$ cat config.mk
export PLATFORM = sky130hd
export DESIGN_NAME = tws_slave
export DESIGN_NICKNAME = d
export VERILOG_FILES = /design/src/tws_pkg.sv /design/src/tws_buf2.sv /design/src/tws_slave.sv
export SDC_FILE = /design/constraint.sdc
export NUM_CORES = 1
export LEC_CHECK = 0
export BUFFER_PORTS_ARGS = -buffer_cell sky130_fd_sc_hd__buf_4
export CAP_MARGIN = 25
export CORE_MARGIN = 3
export CORE_UTILIZATION = 40
export CTS_BUF_LIST = sky130_fd_sc_hd__clkbuf_8
export CTS_CLUSTER_SIZE = 24
export DETAILED_ROUTE_END_ITERATION = 8
export PLACE_DENSITY = 0.68
export SYNTH_ARGS = -nofsm -noshare
export SYNTH_HDL_FRONTEND = slang
export SYNTH_SLANG_ARGS = --single-unit
$ cat constraint.sdc
create_clock -name clk_sys_i -period 3.7 [get_ports clk_sys_i]
set_input_delay 0.555 -clock clk_sys_i [delete_from_list [all_inputs] [get_ports clk_sys_i]]
set_output_delay 0.555 -clock clk_sys_i [all_outputs]
set_load 0.02 [all_outputs]
$ cat src/tws_pkg.sv
// Shared constants and types of the two-wire slave front end
package tws_pkg;
  // Timing of the input spike filter
  localparam int SPIKE_NS = 50;
  localparam int CLK_NS = 40;
  localparam logic [1:0] SPIKE_CYC = 2'((SPIKE_NS + CLK_NS - 1) / CLK_NS);
  // Bit counter landmarks within one byte slot (counts SCL rises)
  localparam logic [3:0] CNT_FIRST = 4'h0;
  localparam logic [3:0] CNT_ACK = 4'h8;
  localparam logic [3:0] CNT_DONE = 4'h9;
  // Slave address byte layout
  localparam int TYPE_MSB = 7;
  localparam int TYPE_LSB = 4;
  localparam int PAGE_MSB = 2;
  localparam int PAGE_LSB = 1;
  localparam int RW_BIT = 0;
  localparam int MSB = 7;
  // Device type code; value is arbitrary
  localparam logic [3:0] DEV_TYPE = 4'h5;

  typedef enum logic [1:0] {
    TWS_ST_IDLE,
    TWS_ST_ADDR,
    TWS_ST_WADDR,
    TWS_ST_WDATA
  } tws_state_e;

  // Received byte handed to the memory side
  typedef struct packed {
    logic is_word;
    logic [1:0] page;
    logic [7:0] data;
  } tws_wbyte_s;
endpackage

$ cat src/tws_buf2.sv
// Two-entry buffer with registered outputs for received bytes
`timescale 1ns/1ps
module tws_buf2 (
  // Clock and reset
  input wire logic clk_sys_i,
  input wire logic resetn_i,
  // Filling side
  input wire logic in_valid_i,
  input tws_pkg::tws_wbyte_s in_data_i,
  output logic in_ready_o,
  // Draining side
  output logic out_valid_o,
  output tws_pkg::tws_wbyte_s out_data_o,
  input wire logic out_ready_i
);
  tws_pkg::tws_wbyte_s tail_q;
  logic tail_vld_q;
  wire logic pop = out_valid_o & out_ready_i;
  wire logic push = in_valid_i & ~tail_vld_q;
  wire logic head_free = ~out_valid_o | pop;

  assign in_ready_o = ~tail_vld_q;

  always_ff @(posedge clk_sys_i or negedge resetn_i) begin
    if (!resetn_i) begin
      out_valid_o <= 1'b0;
      out_data_o <= '0;
      tail_vld_q <= 1'b0;
      tail_q <= '0;
    end else if (head_free) begin
      out_valid_o <= tail_vld_q | push;
      out_data_o <= tail_vld_q ? tail_q : in_data_i;
      tail_vld_q <= tail_vld_q & push;
      tail_q <= in_data_i;
    end else if (push) begin
      tail_vld_q <= 1'b1;
      tail_q <= in_data_i;
    end
  end

  property p_buf_hold;
    @(posedge clk_sys_i) disable iff (!resetn_i)
      out_valid_o & ~out_ready_i |=> out_valid_o & $stable(out_data_o);
  endproperty
  a_buf_hold: assert property (p_buf_hold) else $error("Buffer head changed while stalled");
endmodule // tws_buf2

$ cat src/tws_slave.sv
// Two-wire bus slave front end with spike filter and byte buffer
`timescale 1ns/1ps
module tws_slave (
  // Clock and reset
  input wire logic clk_sys_i,
  input wire logic resetn_i,
  // Bus pins
  input wire logic scl_i,
  input wire logic sda_i,
  output logic sda_o,
  output logic sda_oe_o,
  // Received bytes
  output logic wr_valid_o,
  output tws_pkg::tws_wbyte_s wr_byte_o,
  input wire logic wr_ready_i,
  // Read data
  output logic rd_next_o,
  output logic [1:0] rd_page_o,
  input wire logic [7:0] rd_data_i,
  output logic rd_active_o
);
  logic [1:0] scl_sync_q;
  logic [1:0] sda_sync_q;
  logic scl_f_q;
  logic sda_f_q;
  logic scl_p_q;
  logic sda_p_q;
  logic [1:0] scl_fc_q;
  logic [1:0] sda_fc_q;
  tws_pkg::tws_state_e state_q;
  logic [3:0] cnt_q;
  logic [7:0] shf_q;
  logic buf_ready;
  tws_pkg::tws_wbyte_s push_byte;

  // Synchronisers
  always_ff @(posedge clk_sys_i or negedge resetn_i) begin
    if (!resetn_i) begin
      scl_sync_q <= 2'h3;
      sda_sync_q <= 2'h3;
    end else begin
      scl_sync_q <= {scl_sync_q[0], scl_i};
      sda_sync_q <= {sda_sync_q[0], sda_i};
    end
  end

  wire logic scl_s = scl_sync_q[1];
  wire logic sda_s = sda_sync_q[1];

  // Spike filter: a new level must persist for SPIKE_CYC samples
  function automatic logic [1:0] flt_cnt(input logic differ, input logic [1:0] cnt);
    flt_cnt = (differ && cnt != tws_pkg::SPIKE_CYC - 2'h1) ? cnt + 2'h1 : 2'h0;
  endfunction

  wire logic scl_hit = (scl_s != scl_f_q) && (scl_fc_q == tws_pkg::SPIKE_CYC - 2'h1);
  wire logic sda_hit = (sda_s != sda_f_q) && (sda_fc_q == tws_pkg::SPIKE_CYC - 2'h1);

  always_ff @(posedge clk_sys_i or negedge resetn_i) begin
    if (!resetn_i) begin
      scl_f_q <= 1'b1;
      sda_f_q <= 1'b1;
      scl_p_q <= 1'b1;
      sda_p_q <= 1'b1;
      scl_fc_q <= 2'h0;
      sda_fc_q <= 2'h0;
    end else begin
      scl_fc_q <= flt_cnt(scl_s != scl_f_q, scl_fc_q);
      sda_fc_q <= flt_cnt(sda_s != sda_f_q, sda_fc_q);
      scl_f_q <= scl_hit ? scl_s : scl_f_q;
      sda_f_q <= sda_hit ? sda_s : sda_f_q;
      scl_p_q <= scl_f_q;
      sda_p_q <= sda_f_q;
    end
  end

  // Bus events
  wire logic scl_rise = scl_f_q & ~scl_p_q;
  wire logic scl_fall = ~scl_f_q & scl_p_q;
  wire logic start_ev = scl_f_q & scl_p_q & sda_p_q & ~sda_f_q;
  wire logic stop_ev = scl_f_q & scl_p_q & ~sda_p_q & sda_f_q;
  wire logic active = state_q != tws_pkg::TWS_ST_IDLE;

  // Byte decode
  wire logic addr_hit = shf_q[tws_pkg::TYPE_MSB:tws_pkg::TYPE_LSB] == tws_pkg::DEV_TYPE;
  wire logic rw_rd = shf_q[tws_pkg::RW_BIT];
  wire logic is_addr = state_q == tws_pkg::TWS_ST_ADDR;
  wire logic is_rx_data = (state_q == tws_pkg::TWS_ST_WADDR) || (state_q == tws_pkg::TWS_ST_WDATA);
  wire logic is_rd = (state_q == tws_pkg::TWS_ST_WDATA) && rd_active_o;
  wire logic is_rx = is_addr || (is_rx_data && !rd_active_o);
  wire logic byte_end = scl_fall && cnt_q == tws_pkg::CNT_ACK;
  wire logic slot_end = scl_fall && cnt_q == tws_pkg::CNT_DONE;
  wire logic ack_ok = is_addr ? addr_hit : buf_ready;
  wire logic push = active && byte_end && is_rx_data && !rd_active_o && buf_ready;
  wire logic addr_rd = is_addr && sda_oe_o && rw_rd;
  wire logic mst_ack = is_rd && !sda_f_q;

  assign push_byte.is_word = state_q == tws_pkg::TWS_ST_WADDR;
  assign push_byte.page = rd_page_o;
  assign push_byte.data = shf_q;

  // Protocol engine
  always_ff @(posedge clk_sys_i or negedge resetn_i) begin
    if (!resetn_i) begin
      state_q <= tws_pkg::TWS_ST_IDLE;
      cnt_q <= tws_pkg::CNT_FIRST;
      shf_q <= 8'h00;
      sda_oe_o <= 1'b0;
      sda_o <= 1'b0;
      rd_next_o <= 1'b0;
      rd_page_o <= 2'h0;
      rd_active_o <= 1'b0;
    end else begin
      sda_o <= 1'b0;
      rd_next_o <= 1'b0;
      if (start_ev) begin
        state_q <= tws_pkg::TWS_ST_ADDR;
        rd_active_o <= 1'b0;
        cnt_q <= tws_pkg::CNT_FIRST;
        sda_oe_o <= 1'b0;
      end else if (stop_ev) begin
        state_q <= tws_pkg::TWS_ST_IDLE;
        rd_active_o <= 1'b0;
        cnt_q <= tws_pkg::CNT_FIRST;
        sda_oe_o <= 1'b0;
      end else if (active && scl_rise) begin
        if (cnt_q != tws_pkg::CNT_ACK) begin
          cnt_q <= cnt_q + 4'h1;
          if (is_rx) begin
            shf_q <= {shf_q[6:0], sda_f_q};
          end
        end else begin
          cnt_q <= tws_pkg::CNT_DONE;
          rd_next_o <= addr_rd || mst_ack;
          if (is_rd && sda_f_q) begin
            state_q <= tws_pkg::TWS_ST_IDLE;
            rd_active_o <= 1'b0;
          end
        end
      end else if (active && scl_fall) begin
        if (byte_end) begin
          if (is_rd) begin
            sda_oe_o <= 1'b0;
          end else if (ack_ok) begin
            sda_oe_o <= 1'b1;
            if (is_addr) begin
              rd_page_o <= shf_q[tws_pkg::PAGE_MSB:tws_pkg::PAGE_LSB];
            end
          end else begin
            state_q <= tws_pkg::TWS_ST_IDLE;
            sda_oe_o <= 1'b0;
          end
        end else if (slot_end) begin
          cnt_q <= tws_pkg::CNT_FIRST;
          if (is_rd || (is_addr && rw_rd)) begin
            state_q <= tws_pkg::TWS_ST_WDATA;
            rd_active_o <= 1'b1;
            shf_q <= rd_data_i;
            sda_oe_o <= ~rd_data_i[tws_pkg::MSB];
          end else begin
            state_q <= is_addr ? tws_pkg::TWS_ST_WADDR : tws_pkg::TWS_ST_WDATA;
            sda_oe_o <= 1'b0;
          end
        end else if (is_rd && cnt_q != tws_pkg::CNT_FIRST) begin
          shf_q <= {shf_q[6:0], 1'b0};
          sda_oe_o <= ~shf_q[6];
        end
      end
    end
  end

  tws_buf2 u_buf (
    .clk_sys_i(clk_sys_i),
    .resetn_i(resetn_i),
    .in_valid_i(push),
    .in_data_i(push_byte),
    .in_ready_o(buf_ready),
    .out_valid_o(wr_valid_o),
    .out_data_o(wr_byte_o),
    .out_ready_i(wr_ready_i)
  );

  // Checks
  property p_start_abort;
    @(posedge clk_sys_i) disable iff (!resetn_i)
      start_ev |=> state_q == tws_pkg::TWS_ST_ADDR && cnt_q == tws_pkg::CNT_FIRST && !sda_oe_o;
  endproperty
  a_start_abort: assert property (p_start_abort) else $error("Start did not restart");

  property p_stop_idle;
    @(posedge clk_sys_i) disable iff (!resetn_i)
      stop_ev && !start_ev |=> state_q == tws_pkg::TWS_ST_IDLE && !sda_oe_o;
  endproperty
  a_stop_idle: assert property (p_stop_idle) else $error("Stop did not idle");

  property p_open_drain;
    @(posedge clk_sys_i) disable iff (!resetn_i)
      ##1 sda_o == 1'b0;
  endproperty
  a_open_drain: assert property (p_open_drain) else $error("SDA driven high");

  property p_idle_quiet;
    @(posedge clk_sys_i) disable iff (!resetn_i)
      !active && !start_ev |=> !sda_oe_o && !rd_next_o;
  endproperty
  a_idle_quiet: assert property (p_idle_quiet) else $error("Idle slave drove bus");

  property p_nack_abort;
    @(posedge clk_sys_i) disable iff (!resetn_i)
      scl_rise && is_rd && cnt_q == tws_pkg::CNT_ACK && sda_f_q && !start_ev && !stop_ev
      |=> state_q == tws_pkg::TWS_ST_IDLE && !rd_next_o;
  endproperty
  a_nack_abort: assert property (p_nack_abort) else $error("Missing ack not aborted");

  property p_write_ack;
    @(posedge clk_sys_i) disable iff (!resetn_i)
      byte_end && is_rx_data && !rd_active_o && buf_ready && !start_ev && !stop_ev
      |=> sda_oe_o && wr_valid_o;
  endproperty
  a_write_ack: assert property (p_write_ack) else $error("Write byte not acked");

  property p_read_next;
    @(posedge clk_sys_i) disable iff (!resetn_i)
      scl_rise && mst_ack && cnt_q == tws_pkg::CNT_ACK && !start_ev && !stop_ev |=> rd_next_o;
  endproperty
  a_read_next: assert property (p_read_next) else $error("Master ack gave no fetch");

  property p_release_ack;
    @(posedge clk_sys_i) disable iff (!resetn_i)
      byte_end && is_rd && !start_ev && !stop_ev |=> !sda_oe_o;
  endproperty
  a_release_ack: assert property (p_release_ack) else $error("SDA held in master ack");

  property p_spike;
    @(posedge clk_sys_i) disable iff (!resetn_i)
      (sda_s != sda_f_q && sda_fc_q == 2'h0) ##1 (sda_s == sda_f_q) |-> $stable(sda_f_q);
  endproperty
  a_spike: assert property (p_spike) else $error("Spike passed filter");
endmodule // tws_slave

==> impl_metrics.toml <==
[run]
timing.max_cap.violations = 0

[finish]
syn_to_final_growth_pct = 13.9
fillers = 610
finish.utilization_pct = 47.6
insertedDiodeCount = 0
drive_gt1_share_pct = 28.7
nets = 296
final_cells = 356

[floorplanning]
num_io_pins = 31
coreArea_um2 = 6460
die_area_um2 = 7770
initial_utilization_pct = 41.8
die_height_um = 88.1
num_rows = 29
die_x_um = 88.1

[worst_setup_path]
rrSetupSlack_ps = 1340
worstPathRequired_ps = 3890
critPathTopFamily = "compound AO/OA/AOI/OAI gates"
regToRegEndpoint = "shf_q[7]$_DFFE_PN0P_"
cp_max_fo = 11
crit_type = "reg2reg"
critPathMaxStageDelay_ps = 660
cp-start-kind = "flip-flop"
path_cells = "and2b_1, and2_2, o21ai_2, a2111oi_4, mux2_2"
crit_slowest_cell = "a2111oi_4"
rr_startpoint = "scl_f_q$_DFFE_PN1P_"
arrival_ps = 2550
rr_worst_depth = 5
crit_buf_inv = 0
crit_path_end_kind = "flip-flop"

[pwr]
p_leak_uw = 0.00143
irDropWorstVdd_mv = 0.423
p_per_area_nw_per_um2 = 527
power_uw = 1620

[synth]
ys_types = 50
ys_seq_area_share_pct = 51.4
syn_area_per_cell_um2 = 10.7
ys_warn_count = 0
netlist_area_um2 = 2700
syn_nets = 271
synth_seq_cells = 55
synth-async-reset-ratio_pct = 100
synth-edff-count = 0
synth_cells = 253
ys.flop_type = "dfrtp_1"

[sta]
setup_violations = 0
hold_viol = 0
whs_ps = 261
max_freq_ghz = 0.424
finalSetupTns_ps = 0
rsz0062_at_grt = "no"
post-route-period-util_pct = 63.7
slew_violations = 0
fin_worst_skew_ps = 11.3
min_period_ps = 2360
relSlewSlack_pct = 47.1
worst_slew_pin_slew_ps = 793

[clock_tree]
ctsHoldBuffers = 0
clk_latency_ps = 310
htreeDepth = 2
path_clk_slew_ps = 100
cts-resized-gates = 0
clock_path_buffers = 2
clockRootBuffer = "clkbuf_8"
clock-sinks = 55
cts_setup_buffers = 0
cts_buffers = 5
cts_tree = "yes"

[detailed_routing]
routed_via_density = 5.36
ant_nets = 0
num_vias = 1909
totalWireLength_mm = 5.24
drc_errors = 0
drt-initial-drc-count = 182
wl_per_cell_um = 14.7
drtPass1Iterations = 4

[global_route]
grt_pass1_vias = 1786
grt_pass1_wl_mm = 8.71
grt_start_max_net_pins = 56
grt-ovfl-total = 0
antenna_found_initial = 0
grt_use_total_pct = 14.3

[placement]
place.gp.congestion = 0.922
hpwl_mm = 3.62
io_buffer_count = 29
dp_cells = 348

[min_path]
min_path_type = "in2async"

[outcome]
outcome = "finished, final reports clean"
[Yosys cell counts, drive strengths merged, types with 2 or more instances]
library cell	n	area, um^2
ha	5	62.6
inv	10	37.5
xor2	2	17.5
nor2b	6	45.0
a22o	3	26.3
nor2	12	45.0
mux2	24	270
buf	8	55.1
nand2b	3	18.8
dfrtp	47	1180
a31oi	3	18.8
nor3	2	10.0
and3	2	17.5
clkbuf	5	18.8
nand2	44	165
a21oi	7	35.0
or2	2	12.5
nand3	6	47.6
o21ai	22	114
mux2i	11	110
dfstp	8	210
[stage by stage]
step | cell area, um^2 | setup WS (ps)
6_report | 3070 | 1340
5_1_grt | 3070 | 1230
4_1_cts | 3070 | 1330
3_5_place_dp | 2960 | 1370
3_3_place_gp | 2960 | 1410
2_1_floorplan | 2700 | 1580
[worst max path at each step]
stage,startpoint,to,cells after the start
floorplan,scl_f_q$_DFFE_PN1P_,shf_q[0]$_DFFE_PN0P_,6
global placement,scl_f_q$_DFFE_PN1P_,shf_q[5]$_DFFE_PN0P_,5
detailed placement,scl_f_q$_DFFE_PN1P_,shf_q[3]$_DFFE_PN0P_,5
CTS,scl_f_q$_DFFE_PN1P_,shf_q[3]$_DFFE_PN0P_,5
global route,scl_f_q$_DFFE_PN1P_,shf_q[7]$_DFFE_PN0P_,5
finish,scl_f_q$_DFFE_PN1P_,shf_q[7]$_DFFE_PN0P_,5
[registers in the layout (all words and copies together), names as in the netlist, 2 cells and up]
register / flops
sda_fc_q: 2
cnt_q: 4
rd_page_o: 2
u_buf.tail_q: 11
scl_sync_q: 2
scl_fc_q: 2
u_buf.out_data_o: 11
sda_sync_q: 2
shf_q: 8
state_q: 2
[kinds of logic (layout without fill, tap and decap cells)]
family	count (synthesis)	in the layout	synth area share, %
and+or+nand+nor	85	85	15.8
DFF	55	55	51.4
AOI/OAI and AO/OA	46	46	11.2
muxes	35	35	14.1
buffers and inverters	23	49	4.13
adders and majority gates	5	5	2.32
xor gates and xnor gates	3	3	0.974
other	1	1	0.139
[area by class of cell]
| cell class | instances | area (um^2) | area share, % |
|---|---|---|---|
| sequential | 55 | 1390 | 45.1 |
| multi-input combinational | 175 | 1210 | 39.3 |
| timing repair buffer | 31 | 233 | 7.57 |
| tap | 77 | 96.3 | 3.14 |
| clock buffer | 5 | 68.8 | 2.24 |
| clock inverter | 3 | 42.5 | 1.38 |
| inverter | 10 | 37.5 | 1.22 |
[cell usage in the layout, fill, tap and decap left out, types with 3 or more instances in the layout]
master,synthesis,layout
nand2b_1,3,3
nor2b_1,5,5
a22o_1,3,3
clkbuf_8,0,5
a31oi_1,3,3
mux2i_1,11,11
inv_1,10,11
a21oi_1,7,7
ha_1,5,5
dfstp_2,8,8
mux2_2,24,24
o21ai_0,21,21
nand3_1,4,4
nand2_1,44,44
buf_4,4,31
dfrtp_1,47,47
nor2_1,12,12
[report_power, final]
group          internal (uW)  switching [uW]  total, uW
logic                    187             233        420
registers                696             103        800
clock network            202             198        400
total                   1090             534       1620
[per-layer routing]
| metal | track usage (%) | vias to the layer above | share of wire, % |
|---|---|---|---|
| met4 | 4.12 | 0 | 1.5 |
| li1 | - | 918 | - |
| met3 | 3.29 | 10 | 5.3 |
| met1 | 20.3 | 925 | 46 |
| met2 | 22.1 | 56 | 47 |
| met5 | 0 | - | 0 |
Note: power is estimated with default switching activity, not from simulation.
